--- config.mk ---
export PLATFORM = sky130hd
export DESIGN_NAME = cache_freeze_ctrl_ctrl
export DESIGN_NICKNAME = d
export VERILOG_FILES = /design/src/common/cache_freeze_ctrl_pkg.sv /design/src/common/cache_freeze_ctrl_op_if.sv /design/src/hw/cache_freeze_ctrl_ctrl.sv /design/src/hw/cache_freeze_ctrl_engine.sv
export VERILOG_INCLUDE_DIRS = /design/src /design/src/common
export SDC_FILE = /design/constraint.sdc
export NUM_CORES = 1
export LEC_CHECK = 0
export ABC_AREA = 1
export BUFFER_PORTS_ARGS = -buffer_cell sky130_fd_sc_hd__buf_2
export CORE_MARGIN = 2
export CORE_UTILIZATION = 40
export DETAILED_ROUTE_END_ITERATION = 12
export PLACE_DENSITY = 0.6
export SYNTH_ARGS = -nofsm -noshare
export SYNTH_HDL_FRONTEND = slang
export SYNTH_SLANG_ARGS = --single-unit
--- constraint.sdc ---
create_clock -name SYS_CLK -period 2.6 [get_ports SYS_CLK]
set_clock_uncertainty 0.15 [all_clocks]
set_input_delay 0.52 -clock SYS_CLK [delete_from_list [all_inputs] [get_ports SYS_CLK]]
set_output_delay 0.52 -clock SYS_CLK [all_outputs]
set_load 0.1 [all_outputs]
--- src/common/cache_freeze_ctrl_cfg.svh ---
// Register offsets, field positions and reset values of the cache control block.
// Assumes a byte-addressed register port whose low 16 address bits select a register.
`ifndef CACHE_FREEZE_CTRL_CFG_SVH
`define CACHE_FREEZE_CTRL_CFG_SVH

`define CACHE_FREEZE_CTRL_OFF_CFG 16'h0000
`define CACHE_FREEZE_CTRL_OFF_WB_BASE 16'h4000
`define CACHE_FREEZE_CTRL_OFF_WB_CNT 16'h4004
`define CACHE_FREEZE_CTRL_OFF_WI_BASE 16'h4010
`define CACHE_FREEZE_CTRL_OFF_WI_CNT 16'h4014
`define CACHE_FREEZE_CTRL_OFF_IV_BASE 16'h4018
`define CACHE_FREEZE_CTRL_OFF_IV_CNT 16'h401c
`define CACHE_FREEZE_CTRL_OFF_GWB 16'h5000
`define CACHE_FREEZE_CTRL_OFF_GWI 16'h5004
`define CACHE_FREEZE_CTRL_OFF_GIV 16'h5008
`define CACHE_FREEZE_CTRL_OFF_STATUS 16'h5010

`define CACHE_FREEZE_CTRL_FREEZE_BIT 3
`define CACHE_FREEZE_CTRL_SIZE_MSB 2
`define CACHE_FREEZE_CTRL_TRIG_BIT 0
`define CACHE_FREEZE_CTRL_SIZE_MAX_CODE 3'h5
`define CACHE_FREEZE_CTRL_CNT_MAX 16'hffe0
`define CACHE_FREEZE_CTRL_RST_CNT 16'h0000
`define CACHE_FREEZE_CTRL_RST_BASE 32'h0000_0000
`define CACHE_FREEZE_CTRL_RST_SIZE 3'h0

`endif

--- src/common/cache_freeze_ctrl_pkg.sv ---
// Types shared by the cache control block and its operation engine.
// Assumes nothing beyond a SystemVerilog compiler.
package cache_freeze_ctrl_pkg;
    localparam int CACHE_FREEZE_CTRL_NUM_OPS = 6;

    // Coherence operations, in service priority order.
    typedef enum logic [2:0] {
        CACHE_FREEZE_CTRL_OP_BLK_WB = 3'h0,
        CACHE_FREEZE_CTRL_OP_BLK_WI = 3'h1,
        CACHE_FREEZE_CTRL_OP_BLK_IV = 3'h2,
        CACHE_FREEZE_CTRL_OP_GLB_WB = 3'h3,
        CACHE_FREEZE_CTRL_OP_GLB_WI = 3'h4,
        CACHE_FREEZE_CTRL_OP_GLB_IV = 3'h5
    } cache_freeze_ctrl_op_e;

    // Effective cache size handed to the arrays.
    typedef enum logic [2:0] {
        CACHE_FREEZE_CTRL_SZ_OFF = 3'h0,
        CACHE_FREEZE_CTRL_SZ_32K = 3'h1,
        CACHE_FREEZE_CTRL_SZ_64K = 3'h2,
        CACHE_FREEZE_CTRL_SZ_128K = 3'h3,
        CACHE_FREEZE_CTRL_SZ_256K = 3'h4,
        CACHE_FREEZE_CTRL_SZ_MAX = 3'h5
    } cache_freeze_ctrl_size_e;

    // Engine states, Gray coded along idle, run, finish.
    typedef enum logic [1:0] {
        CACHE_FREEZE_CTRL_IDLE = 2'h0,
        CACHE_FREEZE_CTRL_RUN = 2'h1,
        CACHE_FREEZE_CTRL_FIN = 2'h3
    } cache_freeze_ctrl_state_e;
endpackage

--- src/common/cache_freeze_ctrl_op_if.sv ---
// Request and completion signals between register file and operation engine.
// Assumes both ends run on the same clock.
`timescale 1ns/1ps
interface cache_freeze_ctrl_op_if;
    logic req;
    cache_freeze_ctrl_pkg::cache_freeze_ctrl_op_e kind;
    logic [31:0] addr;
    logic [15:0] words;
    logic accept;
    logic done;
    cache_freeze_ctrl_pkg::cache_freeze_ctrl_op_e done_kind;

    modport ctrl(output req, kind, addr, words, input accept, done, done_kind);
    modport engine(input req, kind, addr, words, output accept, done, done_kind);
endinterface

--- src/hw/cache_freeze_ctrl_ctrl.sv ---
// Level-2 cache control: configuration and software coherence operations.
// Assumes a single-clock register port and cache arrays that take one operation at a time.
`timescale 1ns/1ps
`include "cache_freeze_ctrl_cfg.svh"
module cache_freeze_ctrl_ctrl #(
    parameter int ADDR_W = 16
) (
    // Clock and reset.
    input wire logic SYS_CLK,
    input wire logic RESET_N,
    // Register port.
    input wire logic [ADDR_W-1:0] REG_ADDR,
    input wire logic [31:0] REG_WDATA,
    input wire logic REG_WR,
    input wire logic REG_RD,
    output logic [31:0] REG_RDATA,
    // Cache configuration.
    output logic CACHE_FROZEN,
    output cache_freeze_ctrl_pkg::cache_freeze_ctrl_size_e CACHE_SIZE,
    // Coherence command port.
    output logic CACHE_REQ,
    output cache_freeze_ctrl_pkg::cache_freeze_ctrl_op_e CACHE_OP,
    output logic [31:0] CACHE_ADDR,
    output logic [15:0] CACHE_WORDS,
    input wire logic CACHE_DONE
);
    import cache_freeze_ctrl_pkg::*;

    // The offsets need 16 address bits.
    if (ADDR_W < 16) begin : g_chk
        $error("cache_freeze_ctrl_ctrl: ADDR_W must be at least 16.");
    end

    localparam int N = CACHE_FREEZE_CTRL_NUM_OPS;

    // Stored configuration.
    logic freeze;
    logic [2:0] size_sel;
    cache_freeze_ctrl_size_e next_size;

    // Block operation bases and counts.
    logic [31:0] wb_base;
    logic [31:0] wi_base;
    logic [31:0] iv_base;
    logic [15:0] wb_cnt;
    logic [15:0] wi_cnt;
    logic [15:0] iv_cnt;

    // Operation bookkeeping, one bit per operation.
    logic [N-1:0] pend;
    logic [N-1:0] active;
    logic [N-1:0] set_req;
    logic [N-1:0] pick_oh;
    logic [N-1:0] grant;
    logic [N-1:0] done_oh;
    logic [2:0] pick_idx;
    logic [15:0] pick_cnt;

    // Read path.
    logic [31:0] rmux;

    cache_freeze_ctrl_op_if op();

    // Address decode.
    wire sel_cfg = REG_ADDR == ADDR_W'(`CACHE_FREEZE_CTRL_OFF_CFG);
    wire sel_wbb = REG_ADDR == ADDR_W'(`CACHE_FREEZE_CTRL_OFF_WB_BASE);
    wire sel_wbc = REG_ADDR == ADDR_W'(`CACHE_FREEZE_CTRL_OFF_WB_CNT);
    wire sel_wib = REG_ADDR == ADDR_W'(`CACHE_FREEZE_CTRL_OFF_WI_BASE);
    wire sel_wic = REG_ADDR == ADDR_W'(`CACHE_FREEZE_CTRL_OFF_WI_CNT);
    wire sel_ivb = REG_ADDR == ADDR_W'(`CACHE_FREEZE_CTRL_OFF_IV_BASE);
    wire sel_ivc = REG_ADDR == ADDR_W'(`CACHE_FREEZE_CTRL_OFF_IV_CNT);
    wire sel_gwb = REG_ADDR == ADDR_W'(`CACHE_FREEZE_CTRL_OFF_GWB);
    wire sel_gwi = REG_ADDR == ADDR_W'(`CACHE_FREEZE_CTRL_OFF_GWI);
    wire sel_giv = REG_ADDR == ADDR_W'(`CACHE_FREEZE_CTRL_OFF_GIV);
    wire sel_sts = REG_ADDR == ADDR_W'(`CACHE_FREEZE_CTRL_OFF_STATUS);
    wire trig = REG_WDATA[`CACHE_FREEZE_CTRL_TRIG_BIT];

    // Start requests: a count write starts its block operation,
    // a one in a trigger bit starts its global operation.
    assign set_req[CACHE_FREEZE_CTRL_OP_BLK_WB] = REG_WR && sel_wbc;
    assign set_req[CACHE_FREEZE_CTRL_OP_BLK_WI] = REG_WR && sel_wic;
    assign set_req[CACHE_FREEZE_CTRL_OP_BLK_IV] = REG_WR && sel_ivc;
    assign set_req[CACHE_FREEZE_CTRL_OP_GLB_WB] = REG_WR && sel_gwb && trig;
    assign set_req[CACHE_FREEZE_CTRL_OP_GLB_WI] = REG_WR && sel_gwi && trig;
    assign set_req[CACHE_FREEZE_CTRL_OP_GLB_IV] = REG_WR && sel_giv && trig;

    // Size codes above the largest named size all mean maximum cache.
    assign next_size = (REG_WDATA[2:0] >= `CACHE_FREEZE_CTRL_SIZE_MAX_CODE) ? CACHE_FREEZE_CTRL_SZ_MAX
        : cache_freeze_ctrl_size_e'(REG_WDATA[2:0]);

    // Configuration register; CACHE_FROZEN follows the stored bit, CACHE_SIZE turns codes 5 to 7 into maximum.
    always_ff @(posedge SYS_CLK) begin
        if (!RESET_N) begin
            freeze <= 1'b0;
            size_sel <= `CACHE_FREEZE_CTRL_RST_SIZE;
            CACHE_FROZEN <= 1'b0;
            CACHE_SIZE <= CACHE_FREEZE_CTRL_SZ_OFF;
        end else if (REG_WR && sel_cfg) begin
            freeze <= REG_WDATA[`CACHE_FREEZE_CTRL_FREEZE_BIT];
            size_sel <= REG_WDATA[`CACHE_FREEZE_CTRL_SIZE_MSB:0];
            CACHE_FROZEN <= REG_WDATA[`CACHE_FREEZE_CTRL_FREEZE_BIT];
            CACHE_SIZE <= next_size;
        end
    end

    // Base addresses are write-only; their reset value only avoids unknowns.
    always_ff @(posedge SYS_CLK) begin
        if (!RESET_N) begin
            wb_base <= `CACHE_FREEZE_CTRL_RST_BASE;
            wi_base <= `CACHE_FREEZE_CTRL_RST_BASE;
            iv_base <= `CACHE_FREEZE_CTRL_RST_BASE;
        end else begin
            if (REG_WR && sel_wbb) begin
                wb_base <= REG_WDATA;
            end
            if (REG_WR && sel_wib) begin
                wi_base <= REG_WDATA;
            end
            if (REG_WR && sel_ivb) begin
                iv_base <= REG_WDATA;
            end
        end
    end

    // Word counts keep the full 16 bits written, so software reads back its value.
    always_ff @(posedge SYS_CLK) begin
        if (!RESET_N) begin
            wb_cnt <= `CACHE_FREEZE_CTRL_RST_CNT;
            wi_cnt <= `CACHE_FREEZE_CTRL_RST_CNT;
            iv_cnt <= `CACHE_FREEZE_CTRL_RST_CNT;
        end else begin
            if (set_req[CACHE_FREEZE_CTRL_OP_BLK_WB]) begin
                wb_cnt <= REG_WDATA[15:0];
            end
            if (set_req[CACHE_FREEZE_CTRL_OP_BLK_WI]) begin
                wi_cnt <= REG_WDATA[15:0];
            end
            if (set_req[CACHE_FREEZE_CTRL_OP_BLK_IV]) begin
                iv_cnt <= REG_WDATA[15:0];
            end
        end
    end

    // Lowest-numbered pending operation goes first, only one at a time.
    function automatic logic [2:0] oh_to_idx(input logic [N-1:0] oh);
        logic [2:0] idx;
        idx = 3'h0;
        for (int i = 0; i < N; i++) begin
            if (oh[i]) begin
                idx = 3'(i);
            end
        end
        return idx;
    endfunction

    assign pick_oh = pend & (~pend + N'(1));
    assign pick_idx = oh_to_idx(pick_oh);
    assign grant = pick_oh & {N{op.accept}};
    assign done_oh = op.done ? (N'(1) << op.done_kind) : '0;

    // Counts past the limit behave as an empty block.
    assign pick_cnt = pick_oh[CACHE_FREEZE_CTRL_OP_BLK_WB] ? wb_cnt
        : pick_oh[CACHE_FREEZE_CTRL_OP_BLK_WI] ? wi_cnt
        : pick_oh[CACHE_FREEZE_CTRL_OP_BLK_IV] ? iv_cnt : 16'h0000;
    assign op.words = (pick_cnt > `CACHE_FREEZE_CTRL_CNT_MAX) ? 16'h0000 : pick_cnt;

    // Block operations take the latest base of their own pair.
    assign op.addr = pick_oh[CACHE_FREEZE_CTRL_OP_BLK_WB] ? wb_base
        : pick_oh[CACHE_FREEZE_CTRL_OP_BLK_WI] ? wi_base
        : pick_oh[CACHE_FREEZE_CTRL_OP_BLK_IV] ? iv_base : 32'h0000_0000;
    assign op.kind = cache_freeze_ctrl_op_e'(pick_idx);
    assign op.req = (|pend) && !(|active);

    // Pending and running flags per operation; a new start beats a grant,
    // so a request that lands in the grant cycle runs again afterwards.
    for (genvar g = 0; g < N; g++) begin : g_op
        always_ff @(posedge SYS_CLK) begin
            if (!RESET_N) begin
                pend[g] <= 1'b0;
                active[g] <= 1'b0;
            end else begin
                pend[g] <= set_req[g] || (pend[g] && !grant[g]);
                active[g] <= grant[g] || (active[g] && !done_oh[g]);
            end
        end
    end

    // The engine drives the arrays; a global invalidate is issued as its
    // own command kind, which the arrays carry out without writeback.
    cache_freeze_ctrl_engine u_engine (
        .clk(SYS_CLK),
        .rst_n(RESET_N),
        .op(op.engine),
        .cache_off(size_sel == 3'h0),
        .cache_req(CACHE_REQ),
        .cache_op(CACHE_OP),
        .cache_addr(CACHE_ADDR),
        .cache_words(CACHE_WORDS),
        .cache_done(CACHE_DONE)
    );

    // Read multiplexer; bases read zero, reserved bits read zero.
    wire [N-1:0] busy = pend | active;
    assign rmux = sel_cfg ? {28'h0, freeze, size_sel}
        : sel_wbc ? {16'h0, wb_cnt}
        : sel_wic ? {16'h0, wi_cnt}
        : sel_ivc ? {16'h0, iv_cnt}
        : sel_gwb ? {31'h0, busy[CACHE_FREEZE_CTRL_OP_GLB_WB]}
        : sel_gwi ? {31'h0, busy[CACHE_FREEZE_CTRL_OP_GLB_WI]}
        : sel_giv ? {31'h0, busy[CACHE_FREEZE_CTRL_OP_GLB_IV]}
        : sel_sts ? {20'h0, active, pend} : 32'h0000_0000;

    // Read data stand only in the cycle after the strobe.
    always_ff @(posedge SYS_CLK) begin
        if (!RESET_N) begin
            REG_RDATA <= 32'h0000_0000;
        end else begin
            REG_RDATA <= REG_RD ? rmux : 32'h0000_0000;
        end
    end
endmodule

--- src/hw/cache_freeze_ctrl_engine.sv ---
// Operation engine: runs one coherence operation at a time against the cache arrays.
// Assumes the arrays answer a held request with a one-cycle done on the same clock.
`timescale 1ns/1ps
module cache_freeze_ctrl_engine (
    // Clock and reset.
    input wire logic clk,
    input wire logic rst_n,
    // Requests from the register file.
    cache_freeze_ctrl_op_if.engine op,
    // Cache state.
    input wire logic cache_off,
    // Command port toward the cache arrays.
    output logic cache_req,
    output cache_freeze_ctrl_pkg::cache_freeze_ctrl_op_e cache_op,
    output logic [31:0] cache_addr,
    output logic [15:0] cache_words,
    input wire logic cache_done
);
    import cache_freeze_ctrl_pkg::*;

    cache_freeze_ctrl_state_e state;
    cache_freeze_ctrl_state_e next_state;
    cache_freeze_ctrl_op_e cur_kind;
    logic is_block;
    logic skip;

    // Empty blocks and a disabled cache leave nothing to touch, so no command goes out.
    assign is_block = op.kind inside {CACHE_FREEZE_CTRL_OP_BLK_WB, CACHE_FREEZE_CTRL_OP_BLK_WI, CACHE_FREEZE_CTRL_OP_BLK_IV};
    assign skip = cache_off || (is_block && op.words == 16'h0000);
    assign op.accept = (state == CACHE_FREEZE_CTRL_IDLE) && op.req;
    assign op.done = (state == CACHE_FREEZE_CTRL_FIN);
    assign op.done_kind = cur_kind;

    // Next state of the engine.
    always_comb begin
        next_state = state;
        case (state)
            CACHE_FREEZE_CTRL_IDLE: begin
                if (op.req) begin
                    next_state = skip ? CACHE_FREEZE_CTRL_FIN : CACHE_FREEZE_CTRL_RUN;
                end
            end
            CACHE_FREEZE_CTRL_RUN: begin
                if (cache_done) begin
                    next_state = CACHE_FREEZE_CTRL_FIN;
                end
            end
            CACHE_FREEZE_CTRL_FIN: next_state = CACHE_FREEZE_CTRL_IDLE;
            default: next_state = CACHE_FREEZE_CTRL_IDLE;
        endcase
    end

    // State and the held command; the request stays up until the arrays finish.
    always_ff @(posedge clk) begin
        if (!rst_n) begin
            state <= CACHE_FREEZE_CTRL_IDLE;
            cur_kind <= CACHE_FREEZE_CTRL_OP_BLK_WB;
            cache_req <= 1'b0;
            cache_op <= CACHE_FREEZE_CTRL_OP_BLK_WB;
            cache_addr <= 32'h0000_0000;
            cache_words <= 16'h0000;
        end else begin
            state <= next_state;
            if (op.accept) begin
                cur_kind <= op.kind;
                cache_op <= op.kind;
                cache_addr <= op.addr;
                cache_words <= op.words;
            end
            cache_req <= (next_state == CACHE_FREEZE_CTRL_RUN);
        end
    end
endmodule

# Word level (Yosys, flattened, before mapping)
# Index checks and enable logic that the tools add are counted.
[word_totals]
regBits = 249
inputBits = 53
out_inout_bits = 88
elab_cells = 145
[op_classes]
n_addsub = 1
n_lt_le_gt_ge = 2
n_eq_ne = 15
shifts = 1
muxes = 26
n_bitwise = 6
reduce_logical = 65
[op_table]
columns = ["cell", "count"]
rows = [
  ["16-bit by 15-bit equality test with 1-bit output, second input constant", 10],
  ["16-bit 2-to-1 mux", 7],
  ["32-bit 2-to-1 mux", 3],
  ["12-bit 2-to-1 mux", 4],
  ["16-bit logical NOT", 2],
  ["1-bit logical AND", 28],
  ["16-bit > comparator, second input constant", 1],
  ["3-bit 2-to-1 mux", 5],
  ["1-bit logical NOT", 13],
  ["1-bit logical OR", 13],
  ["6-bit bitwise AND", 2],
  ["6-bit OR reduction", 2],
  ["9-bit OR reduction", 1],
  ["6-bit by 1-bit adder with 6-bit output, second input constant", 1],
  ["3-bit logical NOT", 2],
  ["2-bit 2-to-1 mux", 3],
  ["6-bit 2-to-1 mux", 1],
  ["6-bit inverter", 1],
  ["6-bit OR", 1],
  ["1-bit by 3-bit << shifter with 6-bit output, first input constant", 1],
  ["2-bit by 1-bit equality test with 1-bit output, second input constant", 2],
  ["4-bit 2-to-1 mux", 1],
  ["2-bit one-hot mux with 2 select lines", 1],
  ["3-bit by 1-bit equality test with 1-bit output, second input constant", 1],
  ["other kinds (9)", 10],
]

# Depth between registers and ports, before layout
[logic_depth]
word_depth = 16
ltp_mapped = 19
mapped_depth_nobuf = 18

# Hierarchy
# Synthesis repeated with hierarchy kept, for this count alone.
[hier_totals]
cells_unflattened = 1351
area_unflattened_um2 = 10124.7
[modules_own_cells]
columns = ["module", "instances", "cells_each", "area_each_um2", "seq_area_each_um2"]
rows = [
  ["cache_freeze_ctrl_ctrl", 1, 1092, 8135.3, 3583.4],
  ["cache_freeze_ctrl_engine", 1, 259, 1989.4, 1081.0],
]

# Worst setup path after synthesis
# Ideal clock, no wire load.
[synth_timing]
path_kind = "input-to-reg"
from = "input port REG_ADDR[12]"
to = "register REG_RDATA[3]"
setup_ns = 0.070
arrival_time_ns = 1.954
required_ns = 2.380
setup_slack_ns = 0.426
stages = 11
path_buffers = 1
path_cell_list = "or2_1 nor3_4 nand2_2 nor2_4 inv_2 clkbuf_1 o211ai_1 o21ai_1 nand2_1 o211ai_1 a21oi_1"
[synth_via]
elab_chain_len = 9
elab_cells_between_ends = 16
cone_classes = "eq/ne: 7; mux: 8; reduce/logical: 1"
[synth_lines]
columns = ["element", "line_no", "text"]
rows = [
  ["start: declaration", "cache_freeze_ctrl_ctrl.sv:12", "input wire logic [ADDR_W-1:0] REG_ADDR,"],
  ["16-bit by 15-bit equality test with 1-bit output", "cache_freeze_ctrl_ctrl.sv:75", "wire sel_sts = REG_ADDR == ADDR_W'(`CACHE_FREEZE_CTRL_OFF_STATUS);"],
  ["12-bit 2-to-1 mux", "cache_freeze_ctrl_ctrl.sv:211", ": sel_sts ? {20'h0, active, pend} : 32'h0000_0000;"],
  ["12-bit 2-to-1 mux", "cache_freeze_ctrl_ctrl.sv:210", ": sel_giv ? {31'h0, busy[CACHE_FREEZE_CTRL_OP_GLB_IV]}"],
  ["12-bit 2-to-1 mux", "cache_freeze_ctrl_ctrl.sv:209", ": sel_gwi ? {31'h0, busy[CACHE_FREEZE_CTRL_OP_GLB_WI]}"],
  ["12-bit 2-to-1 mux", "cache_freeze_ctrl_ctrl.sv:208", ": sel_gwb ? {31'h0, busy[CACHE_FREEZE_CTRL_OP_GLB_WB]}"],
  ["16-bit 2-to-1 mux", "cache_freeze_ctrl_ctrl.sv:207", ": sel_ivc ? {16'h0, iv_cnt}"],
  ["16-bit 2-to-1 mux", "cache_freeze_ctrl_ctrl.sv:206", ": sel_wic ? {16'h0, wi_cnt}"],
  ["16-bit 2-to-1 mux", "cache_freeze_ctrl_ctrl.sv:205", ": sel_wbc ? {16'h0, wb_cnt}"],
  ["4-bit 2-to-1 mux *", "cache_freeze_ctrl_ctrl.sv:204", "assign rmux = sel_cfg ? {28'h0, freeze, size_sel}"],
  ["end signal: assignment", "cache_freeze_ctrl_ctrl.sv:218", "REG_RDATA <= REG_RD ? rmux : 32'h0000_0000;"],
  ["end: declaration", "cache_freeze_ctrl_ctrl.sv:16", "output logic [31:0] REG_RDATA,"],
]
# Mark *: on every way between the ends. The rest lies on a longest branch, timed or not.
# A chain may end at the register's enable or synchronous reset.

# Final worst setup path
[layout_timing]
from = "register pend[1]"
to = "register u_engine.cache_req"
[layout_via]
elab_chain_len = 16
elab_cells_between_ends = 26
cone_classes = "add/sub: 1; order compare: 1; eq/ne: 3; mux: 12; bitwise: 2; reduce/logical: 7"
[layout_lines]
columns = ["element", "line_no", "text"]
rows = [
  ["start: declaration", "cache_freeze_ctrl_ctrl.sv:50", "logic [N-1:0] pend;"],
  ["start signal: indexed assignment", "cache_freeze_ctrl_ctrl.sv:182", "pend[g] <= set_req[g] || (pend[g] && !grant[g]);"],
  ["branches (longest 13 deep; another with 16-bit > comparator)", "-", ""],
  ["2-bit 2-to-1 mux *", "cache_freeze_ctrl_engine.sv:39", "if (op.req) begin"],
  ["2-bit one-hot mux with 2 select lines *", "cache_freeze_ctrl_engine.sv:37", "case (state)"],
  ["2-bit by 1-bit equality test with 1-bit output *", "cache_freeze_ctrl_engine.sv:70", "cache_req <= (next_state == CACHE_FREEZE_CTRL_RUN);"],
  ["end signal: assignment", "cache_freeze_ctrl_engine.sv:70", ""],
  ["end: declaration", "cache_freeze_ctrl_engine.sv:13", "output logic cache_req,"],
]
# Mark *: on every way between the ends.

==> results.yml <==
run_status:
  status: "finished clean"
place:
  dp_slack_ps: 112
  place.detailed.hpwl_mm: 19.1
  gp_congestion: 0.849
  dp_cells: 1740
  port_buffers: 124
  place_area_sq_um: 10900
grt:
  grtUsageMet2_pct: 35.1
  met3_usage_pct: 3.08
  grt_util_met1_pct: 28.9
  first_global_vias: 8408
  overflow: 0
  grt_start_max_net_pins: 85
  antenna_found_initial: 1
  grt_use_total_pct: 21.4
  grt_pass1_wl_mm: 45.1
  busiest_layer: "met2"
route:
  vias: 9137
  ant_nets: 0
  drt_iter0_drc: 667
  avgViaCountPerCell: 5.10
  first_pass_iters: 5
  drt_wl_total_mm: 28.3
  remaining_drc_errors: 0
  wl_per_cell_um: 15.8
worst_setup_path:
  cpLargestDelayFamily: "simple AND/OR/NAND/NOR gates"
  path_depth: 17
  critPathRequiredTime_ps: 2870
  crit_fanout: 6
  cpPeakStageDelay_ps: 390
  start_kind: "flop"
  critPathMostFrequentCell: "nand2_2"
  endpoint_kind: "flop"
  setup.worst_path.class: "flop to flop"
  crit_path_cell_trace: "buf_4 -> nand2_2 -> nor2_1 -> nor2_1 -> nand3_1 -> nor2_4 -> nand2_2 -> nand2_2 -> nand2_2 -> nor2_2 -> nand2_1 -> nor2_1 -> nand2_1 -> nand2_1 -> nand2_2 -> nand2_1 -> nor2_1"
  worst-path-buf-inv: 1
  cp_data_arrival_time_ps: 2650
  cp_slowest_cell: "dfxtp_1"
  r2r.worst_path.cells: 17
layout:
  final-instance-count-excl-fill: 1792
  area.sequential_sq_um: 4670
  fin_area_sq_um: 11900
  drive_gt1_share_pct: 17.8
  post-route-util_pct: 48.9
  nets: 1500
  num-fill-cells: 2470
  areaGrowthSynthToFinish_pct: 19.8
  multi_input_area_sq_um: 4420
floorplanning:
  die_w_um: 161
  die-area_sq_um: 26100
  core_sq_um: 24300
  start_util_pct: 40.8
  ioPinCount: 141
  rows: 57
  die_y_um: 161
yosys:
  avgSynthCellArea_sq_um: 7.40
  muxShareOfSynthArea_pct: 0
  synth_top_family_by_area: "simple AND/OR/NAND/NOR gates"
  syn_area_sq_um: 9920
  synth-xor-area-share_pct: 0
  netlist.area_leader.share_pct: 47.0
  synth_cells: 1340
  synthTopCellsByArea: "dfxtp_1 (47%), nand2_1 (8.7%), o21ai_0 (7.5%)"
  ys_seq_area_share_pct: 47.0
  yosys.area.top_type: "dfxtp_1"
  synthSimpleGateAreaFrac_pct: 22.1
  ys.warnings.count: 0
  synth.distinct_cells: 38
  synth_compound_area_share_pct: 21.8
  ys_ff_latch: 233
  synth_fa_ha_area_share_pct: 0
power_and_ir_drop:
  p_sw_mw: 1.73
  power_mw: 7.92
  p_comb_share_pct: 3.9
  p_int_mw: 6.19
  p_per_area_nw_per_um2: 667
  switching_share_pct: 21.8
  p_clk_share_pct: 51.1
  ir_drop_v: 0.000505
  p_seq_share_pct: 45.1
  p_leak_nw: 4.89
clock_network:
  cts_hold_buf: 0
  clock_sinks: 233
  cts_buffers: 26
  clkTransAtPathRegs_ps: 60
  htree_levels: 1
  clock_path_buffers: 3
  clk_latency_ps: 530
  cts_root_buf: "clkbuf_16"
  cts_tree: "done"
worst_hold_path:
  min_path_cells: 3
  worstHoldPathType: "input port to flop"
sta:
  hold_violations: 0
  rsz0062_at_grt: "no"
  tightest_slew_ps: 772
  fin_tns_setup_ps: 0
  fmax_mhz: 420
  slew_viol_final: 0
  period_minus_slack_ps: 2380
  maxSlewHeadroom_pct: 48.5
  setup_viol_count_final: 0
  hold-worst-slack_ps: 109
  timing.final.ws_setup_ps: 221
  period_share_pct: 91.5
run:
  drv_cap: 0
## power by group through the flow
stage / clock [mW] / combinational (mW) / sequential [mW]
2_1_floorplan: 0 / 0.220 / 3.65
3_3_place_gp: 0 / 0.307 / 3.65
3_5_place_dp: 0 / 0.307 / 3.65
4_1_cts: 4.11 / 0.308 / 3.57
5_1_grt: 4.26 / 0.331 / 3.57
6_report: 4.04 / 0.308 / 3.57
## layer usage
layer / part of all wire [%] / wire (um)
met1: 45 / 12800
met2: 46 / 12900
met3: 6.1 / 1740
met4: 3.1 / 890
met5: 0 / 0
## final timing paths
kind | from | endpoint | slack [ps]
setup / recovery | pend[1]$_SDFF_PN0_ | u_engine.cache_req$_SDFF_PN0_ | 220
setup reg to reg | pend[1]$_SDFF_PN0_ | u_engine.cache_req$_SDFF_PN0_ | 220
hold / removal | REG_WDATA[26] | wb_base[26]$_SDFFE_PN0P_ | 110
hold reg to reg | wi_cnt[1]$_SDFFE_PN0P_ | wi_cnt[1]$_SDFFE_PN0P_ | 320
## layout make-up
| type | count | share of cell area, % |
|---|---|---|
| sequential | 233 | 39.3 |
| multi-input combinational | 909 | 37.2 |
| timing repair buffer | 170 | 8.55 |
| clock buffer | 39 | 6.91 |
| tap | 324 | 3.41 |
| inverter | 107 | 3.38 |
| clock inverter | 9 | 1.24 |
| antenna | 1 | 0.0211 |
## logic make-up after synthesis
group	Yosys count
compound gates	383
buf+inv	213
other cells	1
flops	233
simple gates	510
## cells in the mapped netlist
cell type and n:
a21oi_1 136, nand2_2 11, nand2_1 230, buf_4 19
a21boi_0 1, nor3_1 9, or2_2 1, nand3b_1 1
a21oi_2 2, nand3_1 69, conb_1 1, nor2_2 4
o211ai_1 16, o21ai_1 4, a211oi_1 65, nand3_4 1
nand4_1 1, nor2_1 161, o21bai_1 1, nor2_4 7
a31oi_1 2, nand3_2 6, clkbuf_1 70, or2_1 1
inv_2 5, dfxtp_1 233, o31ai_1 1, a221oi_1 4
buf_1 1, buf_6 1, or3_1 1, buf_2 15
nor4_1 3, o21ai_2 2, o21ai_0 149, nor3_4 1
inv_1 102, and3_1 3
## what timing repair did
action,in CTS,in global routing
buffers inserted,0,3
gates resized for setup,0,1
hold endpoints to repair,0,0
endpoints found under the setup margin,0,2
## placed cells by master, fill, tap and decap left out, drive strengths merged, types with 4 or more instances in the layout
cell type / count
o21ai: 155
a21oi: 138
conb: 16
dfxtp: 233
o211ai: 16
nor3: 10
nand3: 76
clkinv: 4
inv: 107
nand2: 241
nor2: 172
bufinv: 4
clkbuf: 39
a211oi: 65
buf: 170
a221oi: 4
## flip-flops by register name (all words and copies together) (netlist names)
name,cells
wb_base,32
u_engine.cache_addr,32
size_sel,3
u_engine.cache_op,3
iv_cnt,16
u_engine.cache_words,16
wi_base,32
active,6
freeze,1
wi_cnt,16
u_engine.state,2
wb_cnt,16
iv_base,32
pend,6
u_engine.cache_req,1
CACHE_SIZE,3
REG_RDATA,16
## tightest hold or removal path: stages
cell and delay (ps):
buf_2 70, inv_1 50, a21oi_1 110
Note: power is estimated with default switching activity, not from simulation.
